$ cat config.mk
export PLATFORM = sky130hd
export DESIGN_NAME = async_serial_unit
export DESIGN_NICKNAME = d
export VERILOG_FILES = /design/src/async_serial_pkg.sv /design/src/async_serial_unit.sv
export SDC_FILE = /design/constraint.sdc
export NUM_CORES = 1
export LEC_CHECK = 0
export BUFFER_PORTS_ARGS = -buffer_cell sky130_fd_sc_hd__buf_2
export CORE_AREA = 4 4 133 135
export DETAILED_ROUTE_END_ITERATION = 12
export DIE_AREA = 0 0 137 139
export PLACE_DENSITY = 0.66
export SLEW_MARGIN = 20
export SYNTH_ARGS = -nofsm -noshare
export SYNTH_HDL_FRONTEND = slang
export SYNTH_SLANG_ARGS = --single-unit
$ cat constraint.sdc
create_clock -name core_clk -period 11.2 [get_ports core_clk]
set_input_delay 2.24 -clock core_clk [delete_from_list [all_inputs] [get_ports core_clk]]
set_output_delay 2.24 -clock core_clk [all_outputs]
set_load 0.005 [all_outputs]
$ cat src/async_serial_pkg.sv
/*
  package for the asynchronous serial unit: register offsets, field
  positions, reset values and shared types.
  assumes a byte-wide register port with 3-bit addresses.
*/
package async_serial_pkg;
    localparam logic [2:0] STATUS_OFS = 3'h0;
    localparam logic [2:0] DATA_OFS = 3'h1;
    localparam logic [2:0] BAUD_OFS = 3'h2;
    localparam logic [2:0] CTRL_ONE_OFS = 3'h3;
    localparam logic [2:0] CTRL_TWO_OFS = 3'h4;
    localparam logic [2:0] RX_EXT_OFS = 3'h5;
    localparam logic [2:0] TX_EXT_OFS = 3'h6;
    localparam logic [7:0] STATUS_RESET = 8'hC0;
    localparam logic [7:0] EXT_RESET = 8'h00;
    localparam logic [7:0] CTRL_RESET = 8'h00;
    localparam logic [7:0] BAUD_RESET = 8'h00;
    // control one fields
    localparam int CR1_BIT8_POS = 7;
    localparam int CR1_TX_BIT8_POS = 6;
    localparam int CR1_WORD9_POS = 4;
    localparam int CR1_PAR_EN_POS = 2;
    localparam int CR1_PAR_ODD_POS = 1;
    localparam int CR1_PAR_IRQ_POS = 0;
    // control two fields
    localparam int CR2_TX_EMPTY_EN_POS = 7;
    localparam int CR2_TX_DONE_EN_POS = 6;
    localparam int CR2_RIE_POS = 5;
    localparam int CR2_IDLE_EN_POS = 4;
    localparam int CR2_TE_POS = 3;
    localparam int CR2_RE_POS = 2;
    localparam int CR2_SBK_POS = 0;
    // baud select fields: common [7:6], tx [5:3], rx [2:0]
    localparam int BAUD_COMMON_POS = 6;
    localparam int BAUD_TX_POW_POS = 3;
    localparam int BAUD_RX_POW_POS = 0;
    localparam int OVERSAMPLE = 16;
    localparam logic [3:0] SAMPLE_MID = 4'h7;

    typedef struct packed {
        logic [2:0] addr;
        logic [7:0] wdata;
        logic wr;
        logic rd;
    } reg_req_t;

    typedef struct packed {
        logic enter_wait;
        logic halt;
        logic cpu_irq_mask;
    } power_t;
endpackage

$ cat src/async_serial_unit.sv
/*
  asynchronous serial unit: register port, two baud generators,
  transmitter with break, receiver with idle, noise and error flags.
  assumes rx_pin is asynchronous and requests arrive on core_clk.
*/
`timescale 1ns/10ps
// Summary of operation
// word length of 8 or 9 bits chosen by a control one bit
// transmit line low during every start bit
// transmit line high during every stop bit
// idle character is a full frame of ones
// receiver flags break when a whole frame of zeros arrives
// after break frames one extra high bit is sent
// transmitter and receiver each have an independent baud generator
// wait mode changes nothing; enabled interrupts wake the device
// halt freezes registers and pauses transfers
// all events share one interrupt request line
// request only when event enabled and cpu mask clear
// per-event enables; receive-full and overrun share one enable
// enabled interrupt events wake from wait, none from halt
// tx empty set when holding data moves to the shift register
// tx empty clears on status access then data write
// no load into the shift register while tx empty is set
// status holds eight read-only flags, reset value C0h
// nonzero rx extended factor divides the by-16 output
// nonzero tx extended factor divides the by-16 output
// common prescaler and power-of-two direction dividers 1 to 128
// bit rate is clock over 16, prescaler and direction divider
// start edge detect, centre sampling, framing error on low stop
module async_serial_unit
(
    input wire logic core_clk,
    input wire logic arst_n,
    input wire async_serial_pkg::reg_req_t req,
    input wire async_serial_pkg::power_t power,
    input wire logic rx_pin,
    output logic [7:0] rdata,
    output logic tx_pin,
    output logic irq,
    output logic wake
);
    import async_serial_pkg::*;

    logic [7:0] status_reg, data_rx_reg, baud_reg, ctrl1_reg, ctrl2_reg;
    logic [7:0] rx_ext_reg, tx_ext_reg, rdata_reg, hold_reg;
    logic status_seen_reg, hold_bit8_reg, wait_reg;
    logic [1:0] rx_sync_reg;
    logic irq_reg, wake_reg;
    logic run;
    // halt pauses writes, flags and baud ticks; reads still answer
    assign run = ~power.halt;

    // register decode
    wire wr_data = run & req.wr & (req.addr == DATA_OFS);
    wire rd_data = run & req.rd & (req.addr == DATA_OFS);
    wire acc_stat = run & (req.wr | req.rd) & (req.addr == STATUS_OFS);
    wire word9 = ctrl1_reg[CR1_WORD9_POS];
    wire par_en = ctrl1_reg[CR1_PAR_EN_POS];
    wire par_odd = ctrl1_reg[CR1_PAR_ODD_POS];
    wire tx_en = ctrl2_reg[CR2_TE_POS];
    wire rx_en = ctrl2_reg[CR2_RE_POS];
    wire send_break = ctrl2_reg[CR2_SBK_POS];

    // baud ticks: 16x sample rate per direction
    // common prescaler codes 1, 3, 4, 13
    logic [3:0] common_div;
    always_comb
    begin
        unique case (baud_reg[BAUD_COMMON_POS +: 2])
            2'b00: common_div = 4'h1;
            2'b01: common_div = 4'h3;
            2'b10: common_div = 4'h4;
            2'b11: common_div = 4'hD;
        endcase
    end
    logic [3:0] common_cnt_reg;
    wire common_tick = run & (common_cnt_reg == common_div - 4'h1);
    always_ff @(posedge core_clk or negedge arst_n)
    begin
        if (!arst_n)
            common_cnt_reg <= 4'h0;
        else if (run)
            common_cnt_reg <= common_tick ? 4'h0 : common_cnt_reg + 4'h1;
    end

    // one divider per direction, selected in a generate loop
    wire [1:0] os_tick;
    genvar g;
    generate
        for (g = 0; g < 2; g++)
        begin : gen_baud
            logic [7:0] cnt_reg;
            logic [7:0] lim;
            logic [2:0] pow;
            logic [7:0] ext;
            assign pow = (g == 0) ? baud_reg[BAUD_TX_POW_POS +: 3]
                                  : baud_reg[BAUD_RX_POW_POS +: 3];
            assign ext = (g == 0) ? tx_ext_reg : rx_ext_reg;
            // extended factor replaces power of two
            assign lim = (ext != 8'h00) ? ext - 8'h01
                                        : (8'h01 << pow) - 8'h01;
            assign os_tick[g] = common_tick & (cnt_reg >= lim);
            always_ff @(posedge core_clk or negedge arst_n)
            begin
                if (!arst_n)
                    cnt_reg <= 8'h00;
                else if (common_tick)
                    cnt_reg <= os_tick[g] ? 8'h00 : cnt_reg + 8'h01;
            end
        end
    endgenerate

    // transmitter: 16 ticks per bit
    logic [3:0] tx_os_reg, tx_bit_reg;
    logic [10:0] tx_shift_reg;
    logic tx_busy_reg, tx_brk_reg, tx_pin_reg, tx_done_set;
    // word length sets the frame length
    wire [3:0] frame_bits = word9 ? 4'hB : 4'hA; // start+data+stop
    wire tx_bit_end = os_tick[0] & (tx_os_reg == 4'hF);
    // at or past the end, so a word-length change mid-frame still ends it
    wire tx_last = tx_bit_end & (tx_bit_reg >= frame_bits - 4'h1);
    wire tx_empty_flag = status_reg[7];
    // load only once software cleared the empty flag
    wire tx_load = tx_en & ~tx_busy_reg & ~tx_empty_flag & ~send_break & run;
    wire tx_par = par_odd ^ (^hold_reg) ^ (word9 & hold_bit8_reg);
    wire [8:0] tx_word = {par_en & ~word9 ? tx_par : hold_bit8_reg,
                          word9 | ~par_en ? hold_reg
                                          : {tx_par, hold_reg[6:0]}};
    always_ff @(posedge core_clk or negedge arst_n)
    begin
        if (!arst_n)
        begin
            tx_busy_reg <= 1'b0;
            tx_os_reg <= 4'h0;
            tx_bit_reg <= 4'h0;
            tx_shift_reg <= 11'h7FF;
            tx_brk_reg <= 1'b0;
        end
        else if (tx_load)
        begin
            // start low, data, stop high
            tx_busy_reg <= 1'b1;
            tx_os_reg <= 4'h0;
            tx_bit_reg <= 4'h0;
            tx_brk_reg <= 1'b0;
            tx_shift_reg <= word9 ? {1'b1, tx_word, 1'b0}
                                  : {2'b11, tx_word[7:0], 1'b0};
        end
        else if (tx_en & ~tx_busy_reg & send_break & run)
        begin
            // break frame of zeros, stop bit stays high after
            tx_busy_reg <= 1'b1;
            tx_brk_reg <= 1'b1;
            tx_os_reg <= 4'h0;
            tx_bit_reg <= 4'h0;
            tx_shift_reg <= 11'h000;
        end
        else if (tx_busy_reg & os_tick[0])
        begin
            tx_os_reg <= tx_os_reg + 4'h1;
            if (tx_bit_end & tx_last & tx_brk_reg)
            begin
                // zero frames repeat, then one high bit
                tx_bit_reg <= send_break ? 4'h0 : frame_bits - 4'h1;
                tx_shift_reg <= send_break ? 11'h000 : 11'h7FF;
                tx_brk_reg <= send_break;
            end
            else if (tx_bit_end)
            begin
                tx_bit_reg <= tx_last ? 4'h0 : tx_bit_reg + 4'h1;
                tx_shift_reg <= {1'b1, tx_shift_reg[10:1]};
                tx_busy_reg <= ~tx_last;
            end
        end
    end
    assign tx_done_set = tx_last & ~tx_brk_reg;
    // idle line holds ones when no frame runs
    always_ff @(posedge core_clk or negedge arst_n)
    begin
        if (!arst_n)
            tx_pin_reg <= 1'b1;
        else
            tx_pin_reg <= tx_busy_reg ? tx_shift_reg[0] : 1'b1;
    end

    // receiver
    logic [3:0] rx_os_reg, rx_bit_reg;
    logic [9:0] rx_shift_reg;
    logic rx_busy_reg, rx_prev_reg, rx_noise_reg, idle_armed_reg;
    logic [2:0] rx_votes_reg;
    logic [3:0] idle_cnt_reg, idle_os_reg;
    wire rx_in = rx_sync_reg[1];
    wire rx_tick = os_tick[1] & rx_en;
    // falling edge starts a frame
    wire rx_start = rx_tick & ~rx_busy_reg & rx_prev_reg & ~rx_in;
    wire rx_mid = rx_tick & rx_busy_reg & (rx_os_reg == SAMPLE_MID);
    wire rx_end = rx_mid & (rx_bit_reg >= frame_bits - 4'h1);
    wire vote = (rx_votes_reg[0] & rx_votes_reg[1]) |
                (rx_votes_reg[1] & rx_votes_reg[2]) |
                (rx_votes_reg[0] & rx_votes_reg[2]);
    wire noisy = (rx_votes_reg != 3'b000) & (rx_votes_reg != 3'b111);
    wire [8:0] rx_word = word9 ? rx_shift_reg[9:1]
                               : {1'b0, rx_shift_reg[9:2]};
    wire rx_par_bad = par_en & ((^rx_word) ^ par_odd ^
                                (~word9 & rx_word[8]));
    always_ff @(posedge core_clk or negedge arst_n)
    begin
        if (!arst_n)
        begin
            rx_sync_reg <= 2'b11;
            rx_prev_reg <= 1'b1;
            rx_busy_reg <= 1'b0;
            rx_os_reg <= 4'h0;
            rx_bit_reg <= 4'h0;
            rx_shift_reg <= 10'h000;
            rx_votes_reg <= 3'b111;
            rx_noise_reg <= 1'b0;
        end
        else
        begin
            rx_sync_reg <= {rx_sync_reg[0], rx_pin};
            if (rx_tick)
            begin
                rx_prev_reg <= rx_in;
                rx_votes_reg <= {rx_votes_reg[1:0], rx_in};
            end
            if (rx_start)
            begin
                rx_busy_reg <= 1'b1;
                rx_os_reg <= 4'h0;
                rx_bit_reg <= 4'h0;
                rx_noise_reg <= 1'b0;
            end
            else if (rx_tick & rx_busy_reg)
            begin
                rx_os_reg <= rx_os_reg + 4'h1;
                if (rx_mid)
                begin
                    rx_bit_reg <= rx_bit_reg + 4'h1;
                    rx_shift_reg <= {vote, rx_shift_reg[9:1]};
                    rx_noise_reg <= rx_noise_reg | noisy;
                    if (rx_end)
                        rx_busy_reg <= 1'b0;
                end
            end
        end
    end

    // idle: one full frame of ones after activity
    wire idle_hit = rx_tick & ~rx_busy_reg & rx_in & idle_armed_reg &
                    (idle_os_reg == 4'hF) &
                    (idle_cnt_reg == frame_bits - 4'h1);
    always_ff @(posedge core_clk or negedge arst_n)
    begin
        if (!arst_n)
        begin
            idle_cnt_reg <= 4'h0;
            idle_os_reg <= 4'h0;
            idle_armed_reg <= 1'b0;
        end
        else if (rx_end)
        begin
            idle_cnt_reg <= 4'h0;
            idle_os_reg <= 4'h0;
            idle_armed_reg <= 1'b1;
        end
        else if (idle_hit)
            idle_armed_reg <= 1'b0;
        else if (rx_tick & ~rx_busy_reg)
        begin
            idle_os_reg <= idle_os_reg + 4'h1;
            if (idle_os_reg == 4'hF)
                idle_cnt_reg <= idle_cnt_reg + 4'h1;
        end
    end

    // break: all data zero and stop low counts as framing error
    wire rx_stop = rx_end & vote;
    wire rx_break = rx_end & ~vote & (rx_word == 9'h000);
    wire rx_full = status_reg[5];

    // status flags: set wins over clear
    // clear needs a status access first
    logic [7:0] stat_set, stat_clr;
    wire seq_clr = status_seen_reg & rd_data;
    assign stat_set = {1'b0, tx_done_set, rx_end & ~rx_full, idle_hit,
                       rx_end & rx_full, rx_end & (rx_noise_reg | noisy),
                       (rx_end & ~rx_stop) | rx_break, rx_end & rx_par_bad};
    assign stat_clr = {1'b0, status_seen_reg & wr_data, seq_clr,
                       seq_clr, seq_clr, seq_clr, seq_clr, seq_clr};
    wire tx_empty_set = tx_load;
    wire tx_empty_clr = status_seen_reg & wr_data;
    always_ff @(posedge core_clk or negedge arst_n)
    begin
        if (!arst_n)
            status_reg <= STATUS_RESET;
        else if (run)
        begin
            // eight flags, tx empty on top
            // tx empty set on transfer to shift register
            status_reg[7] <= tx_empty_set | (tx_empty_flag & ~tx_empty_clr);
            status_reg[6:0] <= stat_set[6:0] |
                               (status_reg[6:0] & ~stat_clr[6:0]);
        end
    end

    // register writes and sequence tracking, frozen in halt
    always_ff @(posedge core_clk or negedge arst_n)
    begin
        if (!arst_n)
        begin
            ctrl1_reg <= CTRL_RESET;
            ctrl2_reg <= CTRL_RESET;
            baud_reg <= BAUD_RESET;
            rx_ext_reg <= EXT_RESET;
            tx_ext_reg <= EXT_RESET;
            hold_reg <= 8'h00;
            hold_bit8_reg <= 1'b0;
            data_rx_reg <= 8'h00;
            status_seen_reg <= 1'b0;
        end
        else if (run)
        begin
            if (acc_stat)
                status_seen_reg <= 1'b1;
            else if (wr_data | rd_data)
                status_seen_reg <= 1'b0;
            if (rx_end & ~rx_full)
            begin
                data_rx_reg <= rx_word[7:0];
                ctrl1_reg[CR1_BIT8_POS] <= rx_word[8];
            end
            if (req.wr)
            begin
                unique case (req.addr)
                    DATA_OFS:
                    begin
                        hold_reg <= req.wdata;
                        hold_bit8_reg <= ctrl1_reg[CR1_TX_BIT8_POS];
                    end
                    BAUD_OFS: baud_reg <= req.wdata;
                    CTRL_ONE_OFS: ctrl1_reg[6:0] <= req.wdata[6:0];
                    CTRL_TWO_OFS: ctrl2_reg <= req.wdata;
                    RX_EXT_OFS: rx_ext_reg <= req.wdata;
                    TX_EXT_OFS: tx_ext_reg <= req.wdata;
                    default: ;
                endcase
            end
        end
    end

    // read mux: unmapped reads zero
    wire [7:0] rd_mux =
        (req.addr == STATUS_OFS) ? status_reg :
        (req.addr == DATA_OFS) ? data_rx_reg :
        (req.addr == BAUD_OFS) ? baud_reg :
        (req.addr == CTRL_ONE_OFS) ? ctrl1_reg :
        (req.addr == CTRL_TWO_OFS) ? ctrl2_reg :
        (req.addr == RX_EXT_OFS) ? rx_ext_reg :
        (req.addr == TX_EXT_OFS) ? tx_ext_reg : 8'h00;

    // interrupt request
    // one line, per-event enables, shared receive enable
    wire irq_any =
        (status_reg[7] & ctrl2_reg[CR2_TX_EMPTY_EN_POS]) |
        (status_reg[6] & ctrl2_reg[CR2_TX_DONE_EN_POS]) |
        ((status_reg[5] | status_reg[3]) & ctrl2_reg[CR2_RIE_POS]) |
        (status_reg[4] & ctrl2_reg[CR2_IDLE_EN_POS]) |
        (status_reg[0] & ctrl1_reg[CR1_PAR_IRQ_POS]);
    always_ff @(posedge core_clk or negedge arst_n)
    begin
        if (!arst_n)
        begin
            rdata_reg <= 8'h00;
            irq_reg <= 1'b0;
            wake_reg <= 1'b0;
            wait_reg <= 1'b0;
        end
        else
        begin
            rdata_reg <= req.rd ? rd_mux : 8'h00;
            // gated by cpu mask
            irq_reg <= irq_any & ~power.cpu_irq_mask;
            // wake from wait only, never from halt
            wait_reg <= power.enter_wait ? 1'b1
                      : (wake_reg ? 1'b0 : wait_reg);
            wake_reg <= wait_reg & irq_any & run & ~wake_reg;
        end
    end

    // outputs straight from flops
    assign rdata = rdata_reg;
    assign tx_pin = tx_pin_reg;
    assign irq = irq_reg;
    assign wake = wake_reg;
endmodule // async_serial_unit

==> metrics.txt <==
clock sink total=152; delay of the slowest cell on the worst path=0.63 ns; met1 global-route usage=28.3%; vias per std cell=5.91; share of total power in the clock network=35.6%; switching portion of total power=31.0%; area occupied by multi-input gates=0.00413 mm^2; CP most frequent cell=or3_1; storage element area=0.00383 mm^2; number of hold violations in the final report=0; cell with the largest stage delay on the worst path=or3_1; nature of the critical path endpoint=register; highest-count cells in the layout ignoring fill and taps=133 x dfrtp_1, 84 x nand2_1, 70 x o21ai_0; relative area change from synthesis to final layout=12.4%; worst slew pin tran=1.00 ns; syn_area_per_cell=10.1 um^2; Flop pwr share=41.9%; Worst setup SP type=register; insertion delay of the later-clocked pin in the worst-skew pair=0.43 ns; CTS hold repair buffers=0; DRC violation total after the first TritonRoute iteration=439; global-route wire length before repair=32.3 mm; number of max-capacitance violations reported=0; capturing element of the worst setup path=data_rx_reg[5]; Overall Power=0.00185 W; number of antenna violations at the first check in global routing=0; result of the run=completed; count of port buffers added during placement=29; clock tree from TritonCTS=built; worst reg-to-reg setup slack=5.83 ns; filler instances=1427; met2 Use GR=34.3%; Synthesized Nets=861; R2R cell count=17; setup TNS after final layout=0 ns; floorplan die area=0.0190 mm^2; number of buffers on the longest clock path=2; total core area=0.0165 mm^2; aggregate global-route resource usage=21.1%; routed length per instance=18.0 um; setup-violating endpoint count in the final report=0; Ant. Diodes=0; root cell of the clock tree=clkbuf_16; Die X=137 um; Net Switching=0.000575 W; power density over the cells=202 mW/mm^2; pin count of the biggest net entering global routing=88; min-delay worst type=register to register; Die Y=139 um; list of cells traversed by the critical path=or3_1, or3_1, nor3_1, a21oi_1, ha_1, nor4b_1, nand2b_1, nand2_1, o21ai_0, a31oi_1, ha_1, nand2_1, or3_1, o221ai_2, nand4_2, or3_1, mux2_2; Worst path depth=17; 1st-pass router iterations=5; postcts setup bufs=0; starting density of the core=49.6%; terminus of the critical flop-to-flop path=data_rx_reg[5]; most common cell after layout, fill and taps aside=dfrtp_1; share of power burned in combinational logic=22.5%; Clock Skew=0.00673 ns; data required time at the worst endpoint=11.51 ns; family with the most delay on the worst path=simple AND/OR/NAND/NOR gates; largest fanout on the critical path=14; leak pwr=4.14 nW; via count of the first global-routing pass=6255; setup repair after global routing missed its margin=no; start point of the critical path=gen_baud[1].ext[4]; total number of H-tree levels=4; worst hold slack=0.357 ns; Relative slew margins=33.1%; period utilisation layout=48.0%; final slew viol count=0; commonest register cell after synthesis=dfrtp_1; final critical path time including I/O delays and setup=5.37 ns; combined buffer and inverter count along the critical path=0; busiest layer in global routing=met2; WP data arrival=5.68 ns; number of cells produced by synthesis=809; RePlAce Congestion=0.922; Post-DP HPWL=13.6 mm; maximum achievable frequency=186 MHz; register bit count reported by yosys=152; DRC violations left=0; placement row count=47; internal portion of total power=0.00128 W; worst IR drop on VDD=0.000137 V; count of boundary I/O pins=30; Inserted Clock Buffers=17; count of cells resized by post-cts repair=0; classification of the worst setup path=register to register; met3 Track Usage GR=4.28%; remaining global-route overflow=0; Yosys warning total=0; layout cell share with drive strength beyond 1=18.9%; share of synthesized area occupied by flip-flops and latches=46.8%; Post-Syn Area=0.00817 mm^2; final WL=19.2 mm; reg-to-reg startpoint=gen_baud[1].ext[4]; Synth async-reset ratio=100%; Post-DRT Antenna Nets=0; EDFF count, synth=0; distinct cell type count of the synthesized netlist=63; via total after detailed routing=6278; Reg clk slew, reported paths=0.06 ns; total number of nets in the final design=881
cell usage after synthesis, types with 3 or more instances:
library cell  number  share of area [%]
a211oi_1           6               0.55
a21o_1             4               0.37
a21oi_1           46                2.8
a221oi_1           6               0.64
a22o_1             3               0.32
a22oi_1            3               0.28
a31oi_1           11               0.84
and3_1            13                1.0
clkbuf_1          26                1.2
dfrtp_1          133                 41
dfstp_2           19                6.1
ha_1              33                5.1
inv_1             22                1.0
mux2_2            67                9.2
mux2i_1           18                2.2
nand2_1           84                3.9
nand2b_1          20                1.5
nand3_1           31                1.9
nand4_1            8               0.61
nor2_1            51                2.3
nor2b_1           17                1.3
nor3_1            11               0.67
nor4b_1            3               0.32
o211ai_1           4               0.37
o21ai_0           70                4.3
o22ai_1            3               0.23
o31ai_1            9               0.83
or3_1             13                1.0
xnor2_1           19                2.0
xor2_1            12                1.3
metal layers:
layer / up-vias / wire length (um)
met1: 3135 / 8510
li1: 2943 / -
met5: - / 0
met2: 163 / 9420
met4: 0 / 500
met3: 37 / 721
stage by stage:
stage          area, um^2  util (%)  setup WS (ns)  cells
2_1_floorplan        8170         -           6.74    809
3_3_place_gp         8500      51.6           6.09   1030
3_5_place_dp         8500      51.6           5.92   1030
4_1_cts              9180      55.8           5.87   1062
5_1_grt              9180      55.8           5.34   1062
6_report             9180      55.8           5.83   1062
area by class of cell:
type                            count  share of cell area (%)
Multi-Input combinational cell    603                    45.0
Clock buffer                       18                    4.78
Sequential cell                   152                    41.7
Inverter                           22                   0.899
Clock inverter                     14                    2.67
Timing Repair Buffer               33                    2.02
Tap cell                          220                    3.00
worst min path at each step:
stage,from,endpoint,cells past startpoint
after global placement,rx_sync_reg[0],rx_sync_reg[1],0
after CTS,rx_sync_reg[0],rx_sync_reg[1],0
after floorplan,rx_sync_reg[0],rx_sync_reg[1],0
after global routing,rx_sync_reg[0],rx_sync_reg[1],0
after detailed placement,rx_sync_reg[0],rx_sync_reg[1],0
final,rx_sync_reg[0],rx_sync_reg[1],0
cell families (layout without fill, tap and decap cells):
kind of cell | Yosys count | count (layout) | synth area share [%]
adder cells (fa/ha/maj) | 34 | 34 | 5.17
multiplexers | 85 | 85 | 11.4
AO/OA/AOI/OAI | 182 | 182 | 13.7
AND/OR/NAND/NOR | 271 | 271 | 16.9
XOR/XNOR | 31 | 31 | 3.32
buffers and inverters | 54 | 87 | 2.65
flip-flops | 152 | 152 | 46.8
power groups by stage:
stage	sequential [W]	combinational (W)	clock, W
6_report	0.000775	0.000417	0.000659
4_1_cts	0.000773	0.000421	0.000669
2_1_floorplan	0.000734	0.000332	0
5_1_grt	0.000791	0.000480	0.000697
3_3_place_gp	0.000775	0.000398	0
3_5_place_dp	0.000781	0.000418	0
(Power assumes the default switching activity.)
